## config.mk

```make
export PLATFORM = sky130hd
export DESIGN_NAME = ppt_timer
export DESIGN_NICKNAME = d
export VERILOG_FILES = /design/src/design/ppt_pkg.sv /design/src/design/ppt_timer.sv
export SDC_FILE = /design/constraint.sdc
export NUM_CORES = 1
export LEC_CHECK = 0
export ABC_CLOCK_PERIOD_IN_PS = 3150
export BUFFER_PORTS_ARGS = -buffer_cell sky130_fd_sc_hd__buf_2
export CORE_MARGIN = 4
export CORE_UTILIZATION = 50
export DETAILED_ROUTE_END_ITERATION = 7
export PLACE_DENSITY = 0.69
export SETUP_SLACK_MARGIN = 0.15
export SLEW_MARGIN = 10
export SYNTH_ARGS = -nofsm -noshare
export SYNTH_HDL_FRONTEND = slang
export SYNTH_SLANG_ARGS = --single-unit
```

## constraint.sdc

```tcl
create_clock -name aclk -period 3.15 [get_ports aclk]
set_input_delay 0.63 -clock aclk [delete_from_list [all_inputs] [get_ports aclk]]
set_output_delay 0.63 -clock aclk [all_outputs]
set_load 0.01 [all_outputs]
```

## src/design/ppt_pkg.sv

```systemverilog
// Purpose: constants and types for the dual 8-bit pulse generator / cascaded timer
// Assumes: AXI4-Lite register access, 32-bit data, 8-bit registers in the low byte
// Notes:   one package shared by the single design file
//
// Functional notes
// channel runs as 8-bit pulse generator with mode 10, cascade 0, event select 0
// duty compare sets pulse width, period compare sets cycle width
// writes to a channel's mode register are ignored while its run bit is set
// initial-level bit gives idle pin level, 0 low, 1 high, shown while stopped
// output-AND bit drives the pulse pin with AND of both channel outputs
// counter steps on selected clock; duty match flips output away from initial level
// period match returns output to initial level and raises channel interrupt
// period match clears the counter to zero and counting resumes
// clearing run stops counter, clears it to 0x00, pin back to initial level
// buffer-enable bit turns double buffering of duty and period on or off
// buffered running writes go to buffer; active value loads at period event
// with buffering on, compare reads return the buffered last-written value
// buffered write while stopped updates buffer and active value together
// unbuffered running write acts at once; value below count waits for wraparound
// unbuffered write equal to count matches right after the write
// cascade bit joins channels into 16 bits; high channel settings govern
// 16-bit timer needs high mode 00 or 01, event select 0, high clock select
// 16-bit compare is high byte over low byte, both taken on high byte write
// software writes low compare byte first, then high compare byte
// in 16-bit mode high run starts; high mode writes ignored while running
// 16-bit match raises high interrupt, clears to 0x0000; run clear stops and clears
// buffered 16-bit running writes wait in buffer until the match event
// buffered 16-bit write while stopped updates buffer and active value at once
// unbuffered 16-bit running write takes effect at once
// reading the 16-bit compare returns the last written value
package ppt_pkg;

  // register byte offsets
  localparam logic [5:0] OFF_LOW_MODE   = 6'h00;
  localparam logic [5:0] OFF_HIGH_MODE  = 6'h04;
  localparam logic [5:0] OFF_PAIR_CTRL  = 6'h08;
  localparam logic [5:0] OFF_LOW_PER    = 6'h0C;
  localparam logic [5:0] OFF_LOW_DUTY   = 6'h10;
  localparam logic [5:0] OFF_HIGH_PER   = 6'h14;
  localparam logic [5:0] OFF_HIGH_DUTY  = 6'h18;
  localparam logic [5:0] OFF_WIDE_CMP   = 6'h1C;
  localparam logic [5:0] OFF_STATUS     = 6'h20;

  // reset values
  localparam logic [7:0] MODE_RESET     = 8'h00;
  localparam logic [7:0] CTRL_RESET     = 8'h00;
  localparam logic [7:0] CMP_RESET      = 8'h00;

  // mode encodings
  localparam logic [1:0] MODE_PPG       = 2'h2;

  // prescaler width, longest division is 2^11
  localparam int         PRESCALE_W     = 11;

  // axi responses
  localparam logic [1:0] RESP_OKAY      = 2'h0;
  localparam logic [1:0] RESP_SLVERR    = 2'h2;

  // channel mode register layout, msb first
  typedef struct packed {
    logic       initial_level;
    logic       buffer_enable;
    logic [2:0] clock_select;
    logic       event_input_select;
    logic [1:0] mode_select;
  } ppt_mode_t;

  // pair control register layout, msb first
  typedef struct packed {
    logic [3:0] unused;
    logic       output_and_select;
    logic       cascade_select;
    logic       high_run_bit;
    logic       low_run_bit;
  } ppt_ctrl_t;

endpackage

```

## src/design/ppt_timer.sv

```systemverilog
// Purpose: pair of 8-bit pulse generator channels, cascadable into a 16-bit timer
// Assumes: single clock aclk, synchronous active-low reset, AXI4-Lite slave
// Notes:   interrupt pulses are registered one aclk after the event, pins two aclk after
//
// The AXI4-Lite register port and the register offsets were decided locally.
module ppt_timer #(
  parameter int ADDR_W = 6
) (
  input  wire logic              aclk,
  input  wire logic              aresetn,
  input  wire logic [ADDR_W-1:0] s_axi_awaddr,
  input  wire logic              s_axi_awvalid,
  output logic                   s_axi_awready,
  input  wire logic [31:0]       s_axi_wdata,
  input  wire logic [3:0]        s_axi_wstrb,
  input  wire logic              s_axi_wvalid,
  output logic                   s_axi_wready,
  output logic [1:0]             s_axi_bresp,
  output logic                   s_axi_bvalid,
  input  wire logic              s_axi_bready,
  input  wire logic [ADDR_W-1:0] s_axi_araddr,
  input  wire logic              s_axi_arvalid,
  output logic                   s_axi_arready,
  output logic [31:0]            s_axi_rdata,
  output logic [1:0]             s_axi_rresp,
  output logic                   s_axi_rvalid,
  input  wire logic              s_axi_rready,
  output logic                   pulse_output_pin,
  output logic                   high_pulse_pin,
  output logic                   low_channel_irq,
  output logic                   high_channel_irq
);

  // the decode compares 6-bit offsets, so narrower addresses cannot work
  if (ADDR_W < 6) begin : g_chk
    $error("ADDR_W must be at least 6");
  end

  localparam int PRESCALE_W = ppt_pkg::PRESCALE_W;

  // prescaler tap for a clock select code, one-cycle enable
  function automatic logic tick_of(input logic [2:0] sel,
                                   input logic [PRESCALE_W-1:0] pre);
    logic t;
    t = 1'b0;
    case (sel)
      3'h0:    t = &pre[10:0];
      3'h1:    t = &pre[9:0];
      3'h2:    t = &pre[7:0];
      3'h3:    t = &pre[5:0];
      3'h4:    t = &pre[3:0];
      3'h5:    t = &pre[1:0];
      3'h6:    t = pre[0];
      default: t = 1'b1;
    endcase
    return t;
  endfunction

  // bus state
  logic              aw_hold_reg;
  logic              w_hold_reg;
  logic [5:0]        wr_addr_reg;
  logic [7:0]        wr_data_reg;
  logic              wr_byte_reg;
  logic              bvalid_reg;
  logic [1:0]        bresp_reg;
  logic              rvalid_reg;
  logic [31:0]       rdata_reg;
  logic [1:0]        rresp_reg;
  logic              wr_fire;

  // block state
  logic [PRESCALE_W-1:0] pre_reg;
  ppt_pkg::ppt_mode_t    mode_reg [2];
  ppt_pkg::ppt_ctrl_t    ctrl_reg;
  logic [7:0]        per_buf_reg  [2];
  logic [7:0]        per_act_reg  [2];
  logic [7:0]        duty_buf_reg [2];
  logic [7:0]        duty_act_reg [2];
  logic [7:0]        low_stage_reg;
  logic [7:0]        cnt_reg      [2];
  logic [7:0]        cnt_next     [2];
  logic [1:0]        cnt_chg_reg;
  logic [1:0]        cmp_chg_reg;
  logic [1:0]        on_prev_reg;
  logic [1:0]        out_reg;
  logic              pin0_reg;
  logic              pin1_reg;
  logic              irq0_reg;
  logic              irq1_reg;

  // derived control
  logic              cascade;
  logic [1:0]        run;
  logic [1:0]        ppg_on;
  logic              wide_on;
  logic [1:0]        tick;
  logic [1:0]        eff_run;
  logic [1:0]        eff_dbe;
  logic [1:0]        eval;
  logic [1:0]        per_hit;
  logic [1:0]        duty_hit;
  logic              wide_hit;
  logic [15:0]       wide_cnt;
  logic [15:0]       wide_act;
  logic [1:0]        on_now;

  // ---------------- axi4-lite slave ----------------

  assign s_axi_awready = !aw_hold_reg && !bvalid_reg;
  assign s_axi_wready  = !w_hold_reg && !bvalid_reg;
  assign s_axi_bvalid  = bvalid_reg;
  assign s_axi_bresp   = bresp_reg;
  assign s_axi_arready = !rvalid_reg;
  assign s_axi_rvalid  = rvalid_reg;
  assign s_axi_rdata   = rdata_reg;
  assign s_axi_rresp   = rresp_reg;
  assign wr_fire       = aw_hold_reg && w_hold_reg && !bvalid_reg;

  // address and data may arrive in either order; hold each until both are here
  always_ff @(posedge aclk) begin
    if (!aresetn) begin
      aw_hold_reg <= 1'b0;
      w_hold_reg  <= 1'b0;
      wr_addr_reg <= 6'h00;
      wr_data_reg <= 8'h00;
      wr_byte_reg <= 1'b0;
    end else begin
      if (s_axi_awvalid && s_axi_awready) begin
        aw_hold_reg <= 1'b1;
        wr_addr_reg <= s_axi_awaddr[5:0];
      end else if (wr_fire) begin
        aw_hold_reg <= 1'b0;
      end
      if (s_axi_wvalid && s_axi_wready) begin
        w_hold_reg  <= 1'b1;
        wr_data_reg <= s_axi_wdata[7:0];
        wr_byte_reg <= s_axi_wstrb[0];
      end else if (wr_fire) begin
        w_hold_reg <= 1'b0;
      end
    end
  end

  // write response; unmapped offsets answer slverr
  always_ff @(posedge aclk) begin
    if (!aresetn) begin
      bvalid_reg <= 1'b0;
      bresp_reg  <= ppt_pkg::RESP_OKAY;
    end else if (wr_fire) begin
      bvalid_reg <= 1'b1;
      bresp_reg  <= (wr_addr_reg <= ppt_pkg::OFF_STATUS && wr_addr_reg[1:0] == 2'h0)
                    ? ppt_pkg::RESP_OKAY : ppt_pkg::RESP_SLVERR;
    end else if (s_axi_bready) begin
      bvalid_reg <= 1'b0;
    end
  end

  // read path, one cycle from address to data, no read side effects
  always_ff @(posedge aclk) begin
    if (!aresetn) begin
      rvalid_reg <= 1'b0;
      rdata_reg  <= 32'h0000_0000;
      rresp_reg  <= ppt_pkg::RESP_OKAY;
    end else if (s_axi_arvalid && s_axi_arready) begin
      rvalid_reg <= 1'b1;
      rresp_reg  <= ppt_pkg::RESP_OKAY;
      rdata_reg  <= 32'h0000_0000;
      case (s_axi_araddr[5:0])
        ppt_pkg::OFF_LOW_MODE:  rdata_reg[7:0] <= mode_reg[0];
        ppt_pkg::OFF_HIGH_MODE: rdata_reg[7:0] <= mode_reg[1];
        ppt_pkg::OFF_PAIR_CTRL: rdata_reg[7:0] <= ctrl_reg;
        ppt_pkg::OFF_LOW_PER:   rdata_reg[7:0] <= per_buf_reg[0];
        ppt_pkg::OFF_LOW_DUTY:  rdata_reg[7:0] <= duty_buf_reg[0];
        ppt_pkg::OFF_HIGH_PER:  rdata_reg[7:0] <= per_buf_reg[1];
        ppt_pkg::OFF_HIGH_DUTY: rdata_reg[7:0] <= duty_buf_reg[1];
        ppt_pkg::OFF_WIDE_CMP:  rdata_reg[15:0] <= {per_buf_reg[1], per_buf_reg[0]};
        ppt_pkg::OFF_STATUS:    rdata_reg[17:0] <= {pin1_reg, pin0_reg,
                                                    cnt_reg[1], cnt_reg[0]};
        default:                rresp_reg <= ppt_pkg::RESP_SLVERR;
      endcase
    end else if (s_axi_rready) begin
      rvalid_reg <= 1'b0;
    end
  end

  // ---------------- control decode ----------------

  assign cascade  = ctrl_reg.cascade_select;
  assign run      = {ctrl_reg.high_run_bit, ctrl_reg.low_run_bit};
  assign wide_cnt = {cnt_reg[1], cnt_reg[0]};
  assign wide_act = {per_act_reg[1], per_act_reg[0]};

  // high channel settings govern the pair when cascaded
  assign wide_on = cascade && !mode_reg[1].mode_select[1]
                   && !mode_reg[1].event_input_select && run[1];
  assign eval    = cnt_chg_reg | cmp_chg_reg;
  assign wide_hit = wide_on && (|eval) && (wide_cnt == wide_act);

  always_comb begin
    for (int i = 0; i < 2; i++) begin
      ppg_on[i]   = !cascade && mode_reg[i].mode_select == ppt_pkg::MODE_PPG
                    && !mode_reg[i].event_input_select && run[i];
      tick[i]     = tick_of(mode_reg[i].clock_select, pre_reg);
      eff_run[i]  = cascade ? run[1] : run[i];
      eff_dbe[i]  = cascade ? mode_reg[1].buffer_enable
                            : mode_reg[i].buffer_enable;
      // match is only looked at when count or compare just moved, so an
      // equal compare written mid-count still fires once
      per_hit[i]  = ppg_on[i] && eval[i] && cnt_reg[i] == per_act_reg[i];
      duty_hit[i] = ppg_on[i] && eval[i] && cnt_reg[i] == duty_act_reg[i];
      on_now[i]   = cascade ? wide_on : ppg_on[i];
    end
  end

  // counter next value; clear beats increment
  always_comb begin
    cnt_next[0] = cnt_reg[0];
    cnt_next[1] = cnt_reg[1];
    if (cascade) begin
      if (!wide_on || wide_hit) begin
        cnt_next[0] = 8'h00;
        cnt_next[1] = 8'h00;
      end else if (tick[1]) begin
        {cnt_next[1], cnt_next[0]} = wide_cnt + 16'h0001;
      end
    end else begin
      for (int i = 0; i < 2; i++) begin
        if (!ppg_on[i] || per_hit[i]) begin
          cnt_next[i] = 8'h00;
        end else if (tick[i]) begin
          cnt_next[i] = cnt_reg[i] + 8'h01;
        end
      end
    end
  end

  // ---------------- prescaler ----------------

  // free running; every slower rate is a tap of this counter
  always_ff @(posedge aclk) begin
    if (!aresetn) begin
      pre_reg <= '0;
    end else begin
      pre_reg <= pre_reg + 11'h001;
    end
  end

  // ---------------- configuration registers ----------------

  // mode is frozen while the channel runs, so the period cannot shift mid-cycle
  always_ff @(posedge aclk) begin
    if (!aresetn) begin
      mode_reg[0] <= ppt_pkg::MODE_RESET;
      mode_reg[1] <= ppt_pkg::MODE_RESET;
      ctrl_reg    <= ppt_pkg::CTRL_RESET;
    end else if (wr_fire && wr_byte_reg) begin
      if (wr_addr_reg == ppt_pkg::OFF_LOW_MODE && !run[0]) begin
        mode_reg[0] <= wr_data_reg;
      end
      if (wr_addr_reg == ppt_pkg::OFF_HIGH_MODE && !run[1]) begin
        mode_reg[1] <= wr_data_reg;
      end
      if (wr_addr_reg == ppt_pkg::OFF_PAIR_CTRL) begin
        ctrl_reg <= {4'h0, wr_data_reg[3:0]};
      end
    end
  end

  // ---------------- compare registers ----------------

  // buffer takes each write except a cascaded low period byte, which waits in low_stage_reg; active copy follows unless buffered and running
  always_ff @(posedge aclk) begin
    if (!aresetn) begin
      for (int i = 0; i < 2; i++) begin
        per_buf_reg[i]  <= ppt_pkg::CMP_RESET;
        per_act_reg[i]  <= ppt_pkg::CMP_RESET;
        duty_buf_reg[i] <= ppt_pkg::CMP_RESET;
        duty_act_reg[i] <= ppt_pkg::CMP_RESET;
      end
      low_stage_reg <= ppt_pkg::CMP_RESET;
      cmp_chg_reg   <= 2'h0;
    end else begin
      cmp_chg_reg <= 2'h0;
      // period event loads the buffered values
      for (int i = 0; i < 2; i++) begin
        if (per_hit[i] && eff_dbe[i]) begin
          per_act_reg[i]  <= per_buf_reg[i];
          duty_act_reg[i] <= duty_buf_reg[i];
        end
      end
      if (wide_hit && eff_dbe[1]) begin
        per_act_reg[0] <= per_buf_reg[0];
        per_act_reg[1] <= per_buf_reg[1];
      end
      if (wr_fire && wr_byte_reg) begin
        case (wr_addr_reg)
          ppt_pkg::OFF_LOW_PER: begin
            if (cascade) begin
              low_stage_reg <= wr_data_reg;
            end else begin
              per_buf_reg[0] <= wr_data_reg;
              if (!(eff_dbe[0] && eff_run[0])) begin
                per_act_reg[0]  <= wr_data_reg;
                cmp_chg_reg[0]  <= 1'b1;
              end
            end
          end
          ppt_pkg::OFF_HIGH_PER: begin
            per_buf_reg[1] <= wr_data_reg;
            if (cascade) begin
              per_buf_reg[0] <= low_stage_reg;
            end
            if (!(eff_dbe[1] && eff_run[1])) begin
              per_act_reg[1]  <= wr_data_reg;
              cmp_chg_reg[1]  <= 1'b1;
              if (cascade) begin
                per_act_reg[0] <= low_stage_reg;
              end
            end
          end
          ppt_pkg::OFF_LOW_DUTY: begin
            duty_buf_reg[0] <= wr_data_reg;
            if (!(eff_dbe[0] && eff_run[0])) begin
              duty_act_reg[0] <= wr_data_reg;
              cmp_chg_reg[0]  <= 1'b1;
            end
          end
          ppt_pkg::OFF_HIGH_DUTY: begin
            duty_buf_reg[1] <= wr_data_reg;
            if (!(eff_dbe[1] && eff_run[1])) begin
              duty_act_reg[1] <= wr_data_reg;
              cmp_chg_reg[1]  <= 1'b1;
            end
          end
          default: ;
        endcase
      end
    end
  end

  // ---------------- counters ----------------

  // change marks arm the match compare for exactly one cycle
  always_ff @(posedge aclk) begin
    if (!aresetn) begin
      cnt_reg[0]  <= 8'h00;
      cnt_reg[1]  <= 8'h00;
      cnt_chg_reg <= 2'h0;
      on_prev_reg <= 2'h0;
    end else begin
      for (int i = 0; i < 2; i++) begin
        cnt_reg[i]     <= cnt_next[i];
        cnt_chg_reg[i] <= (cnt_next[i] != cnt_reg[i]) || (on_now[i] && !on_prev_reg[i]);
        on_prev_reg[i] <= on_now[i];
      end
    end
  end

  // ---------------- outputs ----------------

  // period match wins over duty match in the same cycle
  always_ff @(posedge aclk) begin
    if (!aresetn) begin
      out_reg <= 2'h0;
    end else begin
      for (int i = 0; i < 2; i++) begin
        if (!ppg_on[i] || per_hit[i]) begin
          out_reg[i] <= mode_reg[i].initial_level;
        end else if (duty_hit[i]) begin
          out_reg[i] <= !mode_reg[i].initial_level;
        end
      end
    end
  end

  // pins registered once more so they never glitch on decode
  always_ff @(posedge aclk) begin
    if (!aresetn) begin
      pin0_reg <= 1'b0;
      pin1_reg <= 1'b0;
    end else begin
      pin0_reg <= ctrl_reg.output_and_select ? (out_reg[0] & out_reg[1]) : out_reg[0];
      pin1_reg <= out_reg[1];
    end
  end

  // interrupt requests are one-cycle pulses at the period or wide match
  always_ff @(posedge aclk) begin
    if (!aresetn) begin
      irq0_reg <= 1'b0;
      irq1_reg <= 1'b0;
    end else begin
      irq0_reg <= per_hit[0];
      irq1_reg <= per_hit[1] || wide_hit;
    end
  end

  assign pulse_output_pin = pin0_reg;
  assign high_pulse_pin   = pin1_reg;
  assign low_channel_irq  = irq0_reg;
  assign high_channel_irq = irq1_reg;

endmodule

```

=== Yosys cells after proc, flatten, opt, wreduce, memory -nomap -nowiden ===
Memory sizes are Yosys's and may differ from the RTL's.
Index checks and enable logic that the tools add are counted.

* Bits in registers: 76
* Bits in writable memories: 96
* Bits of input ports: 55
* Output and inout bits: 45
* Word-level logic and storage cells: 293
* Memories kept: 6

{| class="wikitable"
|+ Memory list
! memory !! words !! bits a word !! rd ports !! clocked after Yosys merged registers in !! wr ports !! RTL line !! source
|-
| cnt_reg || 2 || 8 || 2 || 0 || 2 || ppt_timer.sv:81 || <nowiki>logic [7:0] cnt_reg [2];</nowiki>
|-
| duty_act_reg || 2 || 8 || 2 || 0 || 2 || ppt_timer.sv:79 || <nowiki>logic [7:0] duty_act_reg [2];</nowiki>
|-
| duty_buf_reg || 2 || 8 || 2 || 0 || 2 || ppt_timer.sv:78 || <nowiki>logic [7:0] duty_buf_reg [2];</nowiki>
|-
| mode_reg || 2 || 8 || 2 || 0 || 2 || ppt_timer.sv:74 || <nowiki>ppt_pkg::ppt_mode_t mode_reg [2];</nowiki>
|-
| per_act_reg || 2 || 8 || 2 || 0 || 2 || ppt_timer.sv:77 || <nowiki>logic [7:0] per_act_reg [2];</nowiki>
|-
| per_buf_reg || 2 || 8 || 2 || 0 || 2 || ppt_timer.sv:76 || <nowiki>logic [7:0] per_buf_reg [2];</nowiki>
|}

* $add $sub $neg: 4
* Order comparisons: 1
* Equal/unequal tests: 35
* Mux-type cells: 116
* Bitwise logic cells: 22
* Reductions and logical operators: 83

{| class="wikitable"
|+ Operators by type and width
! operator !! number
|-
| $mux W8 || 24
|-
| $mux W1 || 81
|-
| $pmux W8 S8 || 1
|-
| $mux W16 || 3
|-
| $eq A6 B5 Y1 const B || 7
|-
| $logic_and A1 B1 Y1 || 35
|-
| $eq A8 B8 Y1 || 4
|-
| $eq A6 B4 Y1 const B || 4
|-
| $or A1 B1 Y1 || 20
|-
| $eq A3 B3 Y1 const B || 6
|-
| $logic_not A1 Y1 || 17
|-
| $add A16 B1 Y16 const B || 1
|-
| $add A8 B1 Y8 const B || 2
|-
| $eq A16 B16 Y1 || 1
|-
| $ne A8 B8 Y1 || 2
|-
| $pmux W8 S2 || 1
|-
| $pmux W1 S7 || 2
|-
| $eq A3 B2 Y1 const B || 4
|-
| $eq A6 B3 Y1 const B || 2
|-
| $logic_not A6 Y1 || 2
|-
| $reduce_bool A2 Y1 || 6
|-
| $add A11 B1 Y11 const B || 1
|-
| $reduce_and A11 Y1 || 1
|-
| $reduce_and A10 Y1 || 1
|-
| other kinds (18) || 33
|}

=== Logic depth before layout (Yosys ltp) ===
An unclocked memory read counts as a cell.

* Word-level depth: 15
* Mapped depth: 10
* Gate-level depth less buffers: 9

=== Least setup slack after synthesis ===
No wires, ideal clock.

* Path type: register to register
* From: register bvalid_reg (netlist: s_axi_bvalid)
* To: memory duty_act_reg[1][2] (netlist: duty_act_reg[0][10]) (enable)
* Library setup time: 0.338 ns
* Arrival time: 2.049 ns
* Slack: 0.763 ns
* Cell stages (with the launch flop): 9
* Path buffers: 1
* Clock period less this slack: 2.387 ns
* Cells stage by stage: dfxtp_1 > nand3b_4 > nor2_1 > nand3_1 > nor4_2 > nand2_1 > a21oi_2 > buf_2 > nand3b_1

{| class="wikitable"
|+ RTL lines
! what !! RTL line !! source
|-
| from (decl) || ppt_timer.sv:65 || <nowiki>logic bvalid_reg;</nowiki>
|-
| from (signal assigned) || ppt_timer.sv:148 || <nowiki>bvalid_reg <= 1'b0;</nowiki>
|-
| from (signal assigned) || ppt_timer.sv:151 || <nowiki>bvalid_reg <= 1'b1;</nowiki>
|-
| from (signal assigned) || ppt_timer.sv:155 || <nowiki>bvalid_reg <= 1'b0;</nowiki>
|-
| to (decl) || ppt_timer.sv:79 ||
|}

==> metrics <==
outcome=completed; CTS clk-pin slew, worst paths=0.07 ns; crit path cell chain=xnor2_1 > nand4_2 > a211oi_4 > nor2b_1 > a41o_2 > a21oi_1 > o21ai_1; number of global-route vias before repair=6,556; Detailed Route Iter0 Violations=863; Yosys top cell by area=edfxtp_1; biggest cell delay along the critical path=0.60 ns; max reg flops=18; GRT overflow=0; Skew-Pair Late Insertion Delay=0.43 ns; WP data arrival=2.87 ns; Worst-Margin Slew=0.919 ns; initial core utilization=51.4%; fraction of layout cells with a size suffix above 1=16.2%; CTS root buf=clkbuf_16; Final Hold Fails=0; n_diodes=0; Die W=139 um; RSZ-0062 raised after global routing=false; Worst Setup Path Type=flop to flop; Seq/Total Area, Yosys=48.9%; RePlAce Congestion=0.976; Vias/cell=5.95; Avg Cell Area, Syn=9.36 um^2; Post-synth top cells=nand2_1, nor2_1, dfxtp_1; Cells after Synth=918; fin crit period=2.65 ns; ys flop type=dfxtp_1; clock sink total=170; multi-input logic area=4000 um^2; post-route cell area=9630 um^2; EDFF count, synth=80; Slew headroom=38.2%; CTS Buf Count=17; DRC=0; Design Power=4.75 mW; # fillers=1,482; Leakage=3.73 nW; Longest Clk Path Bufs=2; Post-DP Area=9040 um^2; Hold Crit Class=input pin to flop; initial antenna violation count=0; die area=19,300 um^2; crit path max fanout=16; CTS Hold Buffers Added=0; Total Wirelength=23,000 um; Crit-path slowest cell=dfxtp_1; Peak VDD IR=0.000436 V; wire per inst=19.3 um; synthesized area=8590 um^2; Tot GR Track Use=23.8%; pin count of the biggest net entering global routing=42; Synth top area share=28.0%; dpl hpwl=16,800 um; Max Freq=377 MHz; max-slew violations=0; r2r setup slk=0.50 ns; port bufs=56; DP Worst Slack=0.629 ns; FFs w/ async S/R, synth=0%; number of synthesis warnings=0; Max H-tree Level=4; total negative slack=0 ns; fin crit share=84.1%; Core Area=16,700 um^2; Setup Fix Bufs, Post-CTS=0; Layout area overhead=12.0%; CP endpoint kind=flop; Detailed Routing Iterations Pass 1=6; antenna-violating nets left=0; CTS tree=built; Max Cap Viol=0; synth unique cells=74; crit path launch type=flop; area occupied by registers=4200 um^2; I/O pin cnt=100; Die H=139 um; Total Nets Final=1,021; most instantiated library cell after synthesis=nand2_1; Min Hold Slack=0.383 ns; final setup vio count=0; row cnt=47; Worst Path Required=3.37 ns; PostCTS Resize Cnt=0; Worst Skew=0.00830 ns; Yosys reg bits=170; vias=7,113; Power Density=494 nW/um^2; global-route wire length before repair=36,300 um; Final Worst Setup Slack=0.500 ns; top cells by area, synth=edfxtp_1, dfxtp_1, nand2_1
-- cells in the final DEF (no fill, tap or decap), types with 24 or more instances in the layout --
cell type | netlist | final
buf_4 | 20 | 33
dfxtp_1 | 90 | 90
buf_2 | 14 | 56
o21ai_1 | 31 | 31
a21oi_1 | 55 | 55
mux2i_1 | 27 | 27
nor3_1 | 24 | 24
edfxtp_1 | 80 | 80
nor2_1 | 100 | 100
xnor2_1 | 26 | 26
and2_1 | 31 | 31
nand2_1 | 127 | 127
nand3_1 | 33 | 33
-- worst max-delay path, delay by kind of cell, from the launching register on --
family | cells | cell delay [ns]
flip-flops | 1 | 0.60
AND/OR/NAND/NOR | 2 | 0.50
AO/OA/AOI/OAI | 4 | 1.14
XOR/XNOR | 1 | 0.19
-- final cells by class --
| type | instances | share of cell area (%) |
|---|---|---|
| Timing Repair Buffer | 89 | 5.48 |
| Clock buffer | 19 | 4.72 |
| Tap cell | 220 | 2.86 |
| Multi-Input combinational cell | 676 | 41.6 |
| Sequential cell | 170 | 43.7 |
| Inverter | 9 | 0.351 |
| Clock inverter | 13 | 1.34 |
-- where the power goes --
group          switching, mW  internal, mW
clock                  0.953          1.09
sequential            0.0816          2.37
combinational          0.160        0.0910
total                   1.19          3.56
-- worst paths after layout --
kind | start | endpoint | cells after the start
setup / recovery | cnt_reg[0][0]$_SDFF_PN0_ | per_act_reg[0][3]$_DFFE_PP_ | 7
hold / removal | s_axi_rready | s_axi_rvalid$_SDFFE_PN0P_ | 2
setup reg to reg | cnt_reg[0][0]$_SDFF_PN0_ | per_act_reg[0][3]$_DFFE_PP_ | 7
hold reg to reg | out_reg[1]$_SDFFE_PN0P_ | high_pulse_pin$_SDFF_PN0_ | 2
-- cells by family (layout without fill, tap and decap cells) --
family | after synthesis | in the layout | share of synthesized area, %
buffers and inverters | 87 | 130 | 5.14
muxes | 36 | 36 | 4.33
other | 1 | 16 | 0.0436
xor gates and xnor gates | 40 | 40 | 4.30
AOI/OAI and AO/OA | 180 | 180 | 13.8
and+or+nand+nor | 401 | 401 | 23.0
DFF | 170 | 170 | 48.9
adders and majority gates | 3 | 3 | 0.437
-- through the flow --
stage                     utilization (%)  cells
after global routing                 57.6   1196
after global placement               54.2   1164
after CTS                            57.6   1196
after detailed placement             54.2   1164
final                                57.6   1196
after floorplan                         -    933
-- per-layer routing --
layer / up-vias / share of wire [%] / wire length, um / global-route usage (%)
met5: - / 0 / 0 / 0
met4: 0 / 3.5 / 802 / 8.39
met3: 72 / 8.9 / 2050 / 6.24
met2: 342 / 46 / 10500 / 37.3
met1: 3350 / 42 / 9650 / 32.2
li1: 3349 / - / - / -
(Power assumes the default switching activity.)
